<file path="config.mk">
export PLATFORM = sky130hd
export DESIGN_NAME = erc_ctrl_bank
export DESIGN_NICKNAME = d
export VERILOG_FILES = /design/src/design/erc_pkg.sv /design/src/design/erc_ctrl_bank.sv /design/src/design/erc_event_gate.sv
export SDC_FILE = /design/constraint.sdc
export NUM_CORES = 1
export LEC_CHECK = 0
export ABC_AREA = 1
export BUFFER_PORTS_ARGS = -buffer_cell sky130_fd_sc_hd__buf_4
export CAP_MARGIN = 20
export CORE_AREA = 2 2 120 122
export CTS_CLUSTER_SIZE = 12
export DETAILED_ROUTE_END_ITERATION = 7
export DIE_AREA = 0 0 122 124
export SLEW_MARGIN = 40
export SYNTH_ARGS = -nofsm -noshare
export SYNTH_HDL_FRONTEND = slang
export SYNTH_SLANG_ARGS = --single-unit
</file>
<file path="constraint.sdc">
create_clock -name clock -period 3 [get_ports clock]
set_input_delay 0.3 -clock clock [delete_from_list [all_inputs] [get_ports clock]]
set_output_delay 0.3 -clock clock [all_outputs]
set_load 0.02 [all_outputs]
</file>
<file path="src/design/erc_pkg.sv">
package erc_pkg;

  // ----------------------------------------------------------------
  // map and layout
  // ----------------------------------------------------------------
  localparam int          REC_SHIFT     = 6;      // 64 bytes per record
  localparam logic [5:0]  CTRL_IN_REC   = 6'h08;  // offset inside record
  localparam logic [63:0] LOW_HALF      = 64'h0000_0000_ffff_ffff;
  localparam logic [63:0] HIGH_HALF     = 64'hffff_ffff_0000_0000;
  localparam logic [63:0] IMPL_FIELD    = 64'hffff_ffff_0000_0002;
  localparam int          HALF_W        = 32;

  localparam int BIT_ED    = 0;
  localparam int BIT_UI    = 2;
  localparam int BIT_FI    = 3;
  localparam int BIT_UE    = 4;
  localparam int BIT_WUI   = 5;
  localparam int BIT_WFI   = 6;
  localparam int BIT_WUE   = 7;
  localparam int BIT_CFI   = 8;
  localparam int BIT_WRITE_CORRECTED_FAULT_IRQ_EN  = 9;
  localparam int BIT_DUI   = 10;
  localparam int BIT_WRITE_DEFERRED_RECOVERY_IRQ_EN  = 11;
  localparam int BIT_NOCHK = 32;  // impl control: stop codes while off

  // ----------------------------------------------------------------
  // types
  // ----------------------------------------------------------------
  typedef enum logic [1:0] {
    CTL_ABSENT   = 2'h0,
    CTL_ALWAYS   = 2'h1,
    CTL_COMBINED = 2'h2,
    CTL_SPLIT    = 2'h3
  } erc_mode_t;

  typedef enum logic [1:0] {
    VIEW_LOW  = 2'h0,
    VIEW_HIGH = 2'h1,
    VIEW_FULL = 2'h2
  } erc_view_t;

  typedef enum logic [1:0] {
    KIND_CE = 2'h0,
    KIND_DE = 2'h1,
    KIND_UE = 2'h2
  } erc_kind_t;

  typedef struct packed {
    logic      valid;
    logic      is_write;
    erc_kind_t kind;
    logic      counter_wrap;  // this corrected error wrapped the counter
    logic      dropped;       // syndrome lost to a higher priority error
  } erc_event_t;

  typedef struct packed {
    logic deferred_recovery_irq_enable;
    logic corrected_fault_irq_enable;
    logic ue;
    logic fi;
    logic ui;
  } erc_en_t;

  typedef struct packed {
    logic record_log;
    logic recovery_irq;
    logic fault_irq;
    logic abort_resp;
  } erc_signal_t;

endpackage

</file>
<file path="src/design/erc_ctrl_bank.sv">
`timescale 1ns/100ps
`default_nettype none
module erc_ctrl_bank #(
  parameter int                 ADDR_W         = 16,
  parameter int                 IDX_W          = 8,
  parameter int                 NODE_FIRST     = 0,
  parameter int                 NODE_RECS      = 2,
  parameter erc_pkg::erc_mode_t DUI_MODE       = erc_pkg::CTL_COMBINED,
  parameter erc_pkg::erc_mode_t CFI_MODE       = erc_pkg::CTL_COMBINED,
  parameter erc_pkg::erc_mode_t UE_MODE        = erc_pkg::CTL_COMBINED,
  parameter erc_pkg::erc_mode_t FI_MODE        = erc_pkg::CTL_COMBINED,
  parameter erc_pkg::erc_mode_t UI_MODE        = erc_pkg::CTL_COMBINED,
  parameter erc_pkg::erc_mode_t ED_MODE        = erc_pkg::CTL_COMBINED,
  parameter bit                 HAS_CE_COUNTER = 1'b1,
  parameter bit                 ED_RESET_VAL   = 1'b0,
  parameter bit                 SILENT_CORRECT = 1'b1,
  parameter logic [63:0]        IMPL_MASK      = 64'h0000_0001_0000_0000
) (
  input  wire logic                 clock,
  input  wire logic                 rst,
  input  wire logic                 ce,
  // memory-mapped path
  input  wire logic                 mm_req,
  input  wire logic                 mm_write,
  input  wire logic [ADDR_W-1:0]    mm_addr,
  input  wire logic [63:0]          mm_wdata,
  output logic [63:0]               mm_rdata,
  output logic                      mm_ack,
  output logic                      mm_hit,
  // selected-record window path
  input  wire logic [IDX_W-1:0]     record_pick_index,
  input  wire logic                 sr_req,
  input  wire logic                 sr_write,
  input  wire erc_pkg::erc_view_t   sr_view,
  input  wire logic [63:0]          sr_wdata,
  output logic [63:0]               sr_rdata,
  output logic                      sr_ack,
  // error events from the node datapath
  input  wire erc_pkg::erc_event_t  err_event,
  input  wire logic                 overflow_clear,
  // node controls and signalling
  output logic                      record_log,
  output logic                      recovery_irq,
  output logic                      fault_irq,
  output logic                      abort_resp,
  output logic                      report_enable,
  output logic                      check_gen_enable,
  output logic                      silent_correct_enable,
  output logic                      counter_overflow_flag
);

  // ----------------------------------------------------------------
  // elaboration checks
  // ----------------------------------------------------------------
  if (NODE_RECS < 1 || NODE_FIRST < 0) begin : g_bad_node
    $error("node needs at least one record");
  end
  if (NODE_FIRST + NODE_RECS > (1 << IDX_W)) begin : g_bad_idx
    $error("record index too narrow for the node");
  end
  if (NODE_FIRST + NODE_RECS > (1 << (ADDR_W - erc_pkg::REC_SHIFT)))
  begin : g_bad_addr
    $error("address too narrow for the node");
  end
  if (DUI_MODE == erc_pkg::CTL_ALWAYS || CFI_MODE == erc_pkg::CTL_ALWAYS)
  begin : g_bad_fixed
    $error("deferred and corrected controls cannot be fixed on");
  end
  if (ED_MODE == erc_pkg::CTL_SPLIT || ED_MODE == erc_pkg::CTL_ABSENT)
  begin : g_bad_ed
    $error("reporting control is combined or fixed on");
  end

  // ----------------------------------------------------------------
  // functions
  // ----------------------------------------------------------------
  // writable bits of one control: read slot if combined or split, write slot if split
  function automatic logic [63:0] ctl_bits(
    input erc_pkg::erc_mode_t mode,
    input int                 rpos,
    input int                 wpos
  );
    logic [63:0] m;
    m = '0;
    if (mode == erc_pkg::CTL_COMBINED || mode == erc_pkg::CTL_SPLIT) begin
      m[rpos] = 1'b1;
    end
    if (mode == erc_pkg::CTL_SPLIT) begin
      m[wpos] = 1'b1;
    end
    return m;
  endfunction

  // effective enable for one direction
  function automatic logic ctl_en(
    input erc_pkg::erc_mode_t mode,
    input logic [63:0]        r,
    input int                 rpos,
    input int                 wpos,
    input logic               is_write
  );
    logic e;
    e = 1'b0;
    unique case (mode)
      erc_pkg::CTL_ALWAYS:   e = 1'b1;
      erc_pkg::CTL_COMBINED: e = r[rpos];
      erc_pkg::CTL_SPLIT:    e = is_write ? r[wpos] : r[rpos];
      erc_pkg::CTL_ABSENT:   e = 1'b0;
    endcase
    return e;
  endfunction

  // bit-mask merge of a write into the shared copy
  function automatic logic [63:0] merge(
    input logic [63:0] cur,
    input logic [63:0] wd,
    input logic [63:0] m
  );
    return (cur & ~m) | (wd & m);
  endfunction

  // ----------------------------------------------------------------
  // writable mask
  // ----------------------------------------------------------------
  // absent controls and reserved slots never get a storage bit, so
  // they read zero and drop writes without any extra logic
  localparam logic [63:0] ED_BIT =
    (ED_MODE == erc_pkg::CTL_COMBINED) ? 64'h1 : 64'h0;
  localparam logic [63:0] WMASK =
      ctl_bits(DUI_MODE, erc_pkg::BIT_DUI, erc_pkg::BIT_WRITE_DEFERRED_RECOVERY_IRQ_EN)
    | ctl_bits(CFI_MODE, erc_pkg::BIT_CFI, erc_pkg::BIT_WRITE_CORRECTED_FAULT_IRQ_EN)
    | ctl_bits(UE_MODE,  erc_pkg::BIT_UE,  erc_pkg::BIT_WUE)
    | ctl_bits(FI_MODE,  erc_pkg::BIT_FI,  erc_pkg::BIT_WFI)
    | ctl_bits(UI_MODE,  erc_pkg::BIT_UI,  erc_pkg::BIT_WUI)
    | ED_BIT
    | (IMPL_MASK & erc_pkg::IMPL_FIELD);
  localparam logic [63:0] RESET_VAL =
    ED_BIT & {63'h0, ED_RESET_VAL};

  // ----------------------------------------------------------------
  // the single shared copy
  // ----------------------------------------------------------------
  logic [63:0] ctrl;

  // ----------------------------------------------------------------
  // memory-mapped decode
  // ----------------------------------------------------------------
  localparam int RW = ADDR_W - erc_pkg::REC_SHIFT;
  localparam logic [RW-1:0] FIRST_R = RW'(NODE_FIRST);
  localparam logic [RW-1:0] LAST_R  = RW'(NODE_FIRST + NODE_RECS - 1);

  wire [RW-1:0] mm_rec = mm_addr[ADDR_W-1:erc_pkg::REC_SHIFT];
  wire          mm_slot =
    mm_addr[erc_pkg::REC_SHIFT-1:0] == erc_pkg::CTRL_IN_REC;
  wire          mm_in_node = mm_slot
                           & (mm_rec >= FIRST_R) & (mm_rec <= LAST_R);
  // later records of the node alias to nothing
  wire          mm_is_ctrl = mm_slot & (mm_rec == FIRST_R);
  wire          mm_take    = ce & mm_req;
  wire          mm_wr_hit  = mm_take & mm_write & mm_is_ctrl;
  wire [63:0]   mm_rd_val  = mm_is_ctrl ? ctrl : 64'h0;

  // ----------------------------------------------------------------
  // window decode
  // ----------------------------------------------------------------
  localparam logic [IDX_W-1:0] FIRST_I = IDX_W'(NODE_FIRST);
  wire sr_is_ctrl = record_pick_index == FIRST_I;
  wire sr_take    = ce & sr_req;
  wire sr_wr_hit  = sr_take & sr_write & sr_is_ctrl;

  // lane mask chosen by the view in use
  wire [63:0] sr_lanes =
    (sr_view == erc_pkg::VIEW_LOW)  ? erc_pkg::LOW_HALF  :
    (sr_view == erc_pkg::VIEW_HIGH) ? erc_pkg::HIGH_HALF : '1;
  // half views carry their half in the low 32 bits of the data word
  wire [63:0] sr_wd =
    (sr_view == erc_pkg::VIEW_HIGH)
      ? {sr_wdata[erc_pkg::HALF_W-1:0], 32'h0} : sr_wdata;
  wire [63:0] sr_src   = sr_is_ctrl ? ctrl : 64'h0;
  wire [63:0] sr_rd_val =
    (sr_view == erc_pkg::VIEW_LOW)
      ? {32'h0, sr_src[erc_pkg::HALF_W-1:0]} :
    (sr_view == erc_pkg::VIEW_HIGH)
      ? {32'h0, sr_src[63:erc_pkg::HALF_W]} : sr_src;

  // ----------------------------------------------------------------
  // next value of the shared copy
  // ----------------------------------------------------------------
  // both paths in one cycle: the window write lands on top of the
  // memory write, so no update is lost on disjoint lanes
  wire [63:0] after_mm =
    mm_wr_hit ? merge(ctrl, mm_wdata, WMASK) : ctrl;
  wire [63:0] next_ctrl =
    sr_wr_hit ? merge(after_mm, sr_wd, WMASK & sr_lanes)
              : after_mm;

  // control register
  always_ff @(posedge clock or posedge rst) begin
    if (rst) begin
      ctrl <= RESET_VAL;
    end else if (ce) begin
      ctrl <= next_ctrl;
    end
  end

  // ----------------------------------------------------------------
  // access answers
  // ----------------------------------------------------------------
  // every request taken while ce is high is answered one edge later; misses read zero
  always_ff @(posedge clock or posedge rst) begin
    if (rst) begin
      mm_ack   <= 1'b0;
      mm_hit   <= 1'b0;
      mm_rdata <= '0;
    end else if (ce) begin
      mm_ack   <= mm_req;
      mm_hit   <= mm_req & mm_in_node;
      mm_rdata <= (mm_req & ~mm_write) ? mm_rd_val : 64'h0;
    end
  end

  // window answer
  always_ff @(posedge clock or posedge rst) begin
    if (rst) begin
      sr_ack   <= 1'b0;
      sr_rdata <= '0;
    end else if (ce) begin
      sr_ack   <= sr_req;
      sr_rdata <= (sr_req & ~sr_write) ? sr_rd_val : 64'h0;
    end
  end

  // ----------------------------------------------------------------
  // effective enables
  // ----------------------------------------------------------------
  wire report_on = (ED_MODE == erc_pkg::CTL_ALWAYS)
                 | ctrl[erc_pkg::BIT_ED];

  wire erc_pkg::erc_en_t rd_en = '{
    ctl_en(DUI_MODE, ctrl, erc_pkg::BIT_DUI, erc_pkg::BIT_WRITE_DEFERRED_RECOVERY_IRQ_EN, 1'b0),
    ctl_en(CFI_MODE, ctrl, erc_pkg::BIT_CFI, erc_pkg::BIT_WRITE_CORRECTED_FAULT_IRQ_EN, 1'b0),
    ctl_en(UE_MODE,  ctrl, erc_pkg::BIT_UE,  erc_pkg::BIT_WUE,  1'b0),
    ctl_en(FI_MODE,  ctrl, erc_pkg::BIT_FI,  erc_pkg::BIT_WFI,  1'b0),
    ctl_en(UI_MODE,  ctrl, erc_pkg::BIT_UI,  erc_pkg::BIT_WUI,  1'b0)
  };
  wire erc_pkg::erc_en_t wr_en = '{
    ctl_en(DUI_MODE, ctrl, erc_pkg::BIT_DUI, erc_pkg::BIT_WRITE_DEFERRED_RECOVERY_IRQ_EN, 1'b1),
    ctl_en(CFI_MODE, ctrl, erc_pkg::BIT_CFI, erc_pkg::BIT_WRITE_CORRECTED_FAULT_IRQ_EN, 1'b1),
    ctl_en(UE_MODE,  ctrl, erc_pkg::BIT_UE,  erc_pkg::BIT_WUE,  1'b1),
    ctl_en(FI_MODE,  ctrl, erc_pkg::BIT_FI,  erc_pkg::BIT_WFI,  1'b1),
    ctl_en(UI_MODE,  ctrl, erc_pkg::BIT_UI,  erc_pkg::BIT_WUI,  1'b1)
  };

  // ----------------------------------------------------------------
  // event gating
  // ----------------------------------------------------------------
  erc_pkg::erc_signal_t sig;

  erc_event_gate #(
    .CFI_PRESENT    (CFI_MODE != erc_pkg::CTL_ABSENT),
    .HAS_CE_COUNTER (HAS_CE_COUNTER)
  ) u_gate (
    .clock     (clock),
    .rst       (rst),
    .ce        (ce),
    .report_on (report_on),
    .rd_en     (rd_en),
    .wr_en     (wr_en),
    .ev        (err_event),
    .sig       (sig)
  );

  assign record_log   = sig.record_log;
  assign recovery_irq = sig.recovery_irq;
  assign fault_irq    = sig.fault_irq;
  assign abort_resp   = sig.abort_resp;

  // ----------------------------------------------------------------
  // overflow flag
  // ----------------------------------------------------------------
  // nothing is recorded while reporting is off, so the flag waits too
  wire ovf_set = err_event.valid & report_on & HAS_CE_COUNTER
               & (err_event.kind == erc_pkg::KIND_CE)
               & err_event.counter_wrap;

  // set wins over a clear in the same cycle
  always_ff @(posedge clock or posedge rst) begin
    if (rst) begin
      counter_overflow_flag <= 1'b0;
    end else if (ce) begin
      counter_overflow_flag <= ovf_set
                             | (counter_overflow_flag & ~overflow_clear);
    end
  end

  // ----------------------------------------------------------------
  // datapath controls
  // ----------------------------------------------------------------
  // codes stay correct while off unless the impl control stops them;
  // silent correction while off is a build choice
  wire next_check  = report_on | ~ctrl[erc_pkg::BIT_NOCHK];
  wire next_silent = report_on | SILENT_CORRECT;

  always_ff @(posedge clock or posedge rst) begin
    if (rst) begin
      report_enable         <= 1'b0;
      check_gen_enable      <= 1'b1;
      silent_correct_enable <= 1'b0;
    end else if (ce) begin
      report_enable         <= report_on;
      check_gen_enable      <= next_check;
      silent_correct_enable <= next_silent;
    end
  end

endmodule // erc_ctrl_bank
`default_nettype wire

</file>
<file path="src/design/erc_event_gate.sv">
`timescale 1ns/100ps
`default_nettype none
module erc_event_gate #(
  parameter bit CFI_PRESENT    = 1'b1,
  parameter bit HAS_CE_COUNTER = 1'b1
) (
  input  wire logic               clock,
  input  wire logic               rst,
  input  wire logic               ce,
  input  wire logic               report_on,
  input  wire erc_pkg::erc_en_t   rd_en,
  input  wire erc_pkg::erc_en_t   wr_en,
  input  wire erc_pkg::erc_event_t ev,
  output erc_pkg::erc_signal_t    sig
);

  // ----------------------------------------------------------------
  // enable selection by direction
  // ----------------------------------------------------------------
  wire erc_pkg::erc_en_t en = ev.is_write ? wr_en : rd_en;
  wire live   = ev.valid & report_on;
  wire is_ce  = ev.kind == erc_pkg::KIND_CE;
  wire is_de  = ev.kind == erc_pkg::KIND_DE;
  wire is_ue  = ev.kind == erc_pkg::KIND_UE;
  // with a counter only the wrapping error counts as the trigger
  wire ce_hit = HAS_CE_COUNTER ? ev.counter_wrap : 1'b1;
  wire ce_en  = CFI_PRESENT ? en.corrected_fault_irq_enable : en.fi;

  // dropped only stops logging; every enabled signal still fires
  wire next_log   = live & ~ev.dropped;
  wire next_rec   = live & ((is_de & en.deferred_recovery_irq_enable)
                         | (is_ue & en.ui));
  wire next_fault = live & (((is_de | is_ue) & en.fi)
                         | (is_ce & ce_hit & ce_en));
  wire next_abort = live & is_ue & en.ue;

  // one-cycle pulses, registered so the top drives from flops
  always_ff @(posedge clock or posedge rst) begin
    if (rst) begin
      sig <= '0;
    end else if (ce) begin
      sig <= '{next_log, next_rec, next_fault, next_abort};
    end
  end

endmodule // erc_event_gate
`default_nettype wire

</file>
# Yosys cells after proc, flatten, opt, wreduce, memory -nomap -nowiden
# Index checks and enable logic that the tools add are counted.
# op_classes
add_sub_neg	0
multipliers	0
div_mod_pow	0
magnitude_cmp	2
n_eq_ne	4
shift	0
n_mux	11
bitwise	41
n_reduce_logical	4
# ops
operator	count
$mux 64	9
$and 64x33->64	1
$and 64x64->64	1
$not 33->64	1
$or 64x33->64	1
$or 64x64->64	1
$mux 33	1
$mux 32	1
$and 1x1->1	26
$ge 10x1->1 const B	1
$le 10x1->1 const B	1
$logic_not 10->1	1
$logic_not 8->1	1
$eq 6x4->1 const B	1
$not 1->1	5
$or 1x1->1	5
$eq 2x1->1 const B	2
$logic_not 2->1	2
$eq 2x2->1 const B	1
# totals
regBits	203
latch_bits	0
mem_bits_rw	0
rom_bits	0
input_bits	168
wordCells	76
n_memories	0

# Logic depth before layout (Yosys ltp)
# logic_depth
ltp_word	7
ltp_mapped	10

# By module
# From an unflattened synthesis, not the netlist that was laid out.
# unflattened
cells_unflattened	360
area_unflattened_um2	2731.4
# modules_own_cells
mod	instances	cells_per_inst	area_per_inst_um2
erc_ctrl_bank	1	309	2419.8
erc_event_gate	1	51	311.5

# Least setup slack after synthesis
# No wires, ideal clock.
# synth_timing
kind	reg2out
start	register mm_rdata[62] (netlist name)
end	output port mm_rdata[11]
arrival_time_ps	1571
required_time_ps	2700
slack_ps	1129
stages_incl_launch_ff	2
path_buffers	1
path_cell_list	dfrtp_1 buf_4
# synth_lines
item	line	text
to (decl)	erc_ctrl_bank.sv:27	output logic [63:0] mm_rdata,

==> results.tsv <==
metric	value	unit
Ys Warns	0	
initial antenna violation count	0	
Starting DRT DRC Count	75	
most frequent cells in the layout	194 x buf_4, 74 x nand2_1, 33 x dfrtp_1	
final WL	7158	um
unrepaired setup endpoints after global routing	no	
Initial Util	0.1921	
area growth from synthesis to layout	37.37	%
post-route setup slack	1387	ps
Worst-Margin Slew	543.6	ps
Pins Over Slew Limit	0	
Max-slew headroom	0.6376	
critical path's top delay family	flip-flops	
startpoint types	flip-flop	
post-detailed-route count of antenna-violating nets	0	
commonest non-fill, non-tap cell in the layout	buf_4	
Seq cells post-synth	35	
# rows	43	
setup violators final	0	
Die Span X	122	um
P_leak	2.043	nW
number of max-cap violations	0	
critical-path maximum fanout	57	
largest net degree at the start of global routing	59	
worst slack at placement	1323	ps
Crit path arrival time	1310	ps
Final Cycle Share	0.5378	
quantity of I/O buffers inserted on ports	191	
fmax	619.8	MHz
ratio of cells with drive above 1 in the final layout	0.5071	
antenna diode count	0	
status	finished, final reports clean	
via count	2307	
CP Cell Sequence	buf_4	
Post-synth EDFFs	0	
CP max stage delay	770	ps
hold bufs inserted after CTS	0	
H-tree lvl count	2	
Cells after Synth	340	
sequential area share after synthesis	0.3329	
fill count	1469	
Worst Hold Class	primary input to asynchronous set/reset pin	
Mean Syn Cell Area	7.750	um^2
vias in the first global route	2029	
Worst-Skew Late Latency	270	ps
Synth Cell Area	2635	um^2
grt ovf	0	
Required @ worst endpoint	2700	ps
All-Layer GR Usage	0.08804	
first-pass GRT wire length	10450	um
Pre-Repair DR Iteration Count	5	
Hold Fails Final Rpt	0	
total chip power	1.223	mW
synth unique cells	28	
clk buf depth	2	
CTS tree	yes	
Post-DP HPWL	5607	um
final core utilization	0.2638	
clock-pin transition on the worst setup and hold timing paths	60	ps
Root Driver	clkbuf_16	
Setup crit end kind	output pin	
pwr/cell area	337.8	nW/um^2
CP Class	flip-flop to output pin	
fin nets	594	
Post-synth ARST share	1.000	
Setup TNS	0	ps
Post-CTS Resized	0	
# DRC	0	
Crit-path slowest cell	dfrtp_4	
final hold slack	134.0	ps
Vias per Instance	3.820	
IO Pins	307	
cts bufs inserted	5	
post-DR wirelength/cell	11.85	um
Die ar.	15130	um^2
crit path time final	1613	ps
Die Span Y	124	um
# Post-CTS Setup Buffers	0	
ys flop type	dfrtp_1	
Worst Path Buf+Inv	1	
Post-Synthesis Net Count	511	
core area	13720	um^2
worst vdd ir	0.0002596	V
Max Clock Skew	3.408	ps
routability cong.	0.7098	
CTS Sinks	35	
-- power breakdown --
group          internal [mW]  total [mW]  switching [mW]
registers              0.484       0.494          0.0103
clock network          0.392       0.591           0.199
logic                 0.0671       0.138          0.0710
total                  0.942        1.22           0.281
-- logic make-up after synthesis --
group / after synthesis / share of synthesized area
AO/OA/AOI/OAI: 26 / 0.06173
adder cells (fa/ha/maj): 3 / 0.01425
buffers and inverters: 150 / 0.3756
flip-flops: 35 / 0.3329
AND/OR/NAND/NOR: 126 / 0.2156
-- area by class of cell --
class,instances,area (um^2),area share
timing repair buffer,194,1456,0.4024
tap,180,225.2,0.06222
inverter,32,120.1,0.03318
clock buffer,5,125.1,0.03457
sequential,35,880.8,0.2433
clock inverter,3,43.79,0.01210
multi-input combinational,155,768.2,0.2122
-- path summary, 6_finish.rpt --
kind / slack (ps) / startpoint / depth (start not counted) / endpoint
worst max register to register: 1940 / ctrl[0] / 3 / u_gate.sig[0]
worst max-delay path: 1390 / sr_rdata[28] / 1 / sr_rdata[30]
min in group clock: 210 / err_event[0] / 2 / u_gate.sig[3]
max in group asynchronous: 2470 / rst / 3 / sr_rdata[28]
worst min-delay path: 130 / rst / 3 / sr_rdata[61]
worst min register to register: 480 / sr_ack / 2 / sr_ack
-- layer usage --
metal	wire length, um	track usage
met1	2855	0.1030
met2	3483	0.1617
met3	783	0.01923
met4	36	0.02443
met5	0	0
-- registers in the layout (all words and copies together), names as in the netlist --
name,cells
check_gen_enable,1
counter_overflow_flag,1
ctrl,7
mm_ack,1
mm_hit,1
mm_rdata,8
report_enable,1
silent_correct_enable,1
sr_ack,1
sr_rdata,9
u_gate.sig,4
-- cells in the mapped netlist (all sizes together) (2+ instances only) --
| master | number | share of area |
|---|---|---|
| a22o | 3 | 0.010 |
| a32o | 2 | 0.0076 |
| buf | 114 | 0.32 |
| clkbuf | 4 | 0.0057 |
| dfrtp | 34 | 0.32 |
| ha | 3 | 0.014 |
| inv | 32 | 0.046 |
| nand2 | 75 | 0.11 |
| nand3 | 16 | 0.034 |
| nand4 | 11 | 0.032 |
| nor2 | 20 | 0.031 |
| nor3 | 2 | 0.0057 |
| o21ai | 17 | 0.032 |
| or2 | 2 | 0.0048 |
-- through the flow --
stage	cells	instance area [um^2]
3_3_place_gp	596	3448
3_5_place_dp	596	3451
6_report	604	3620
2_1_floorplan	340	2635
4_1_cts	604	3620
5_1_grt	604	3620
Note: power is estimated with default switching activity, not from simulation.
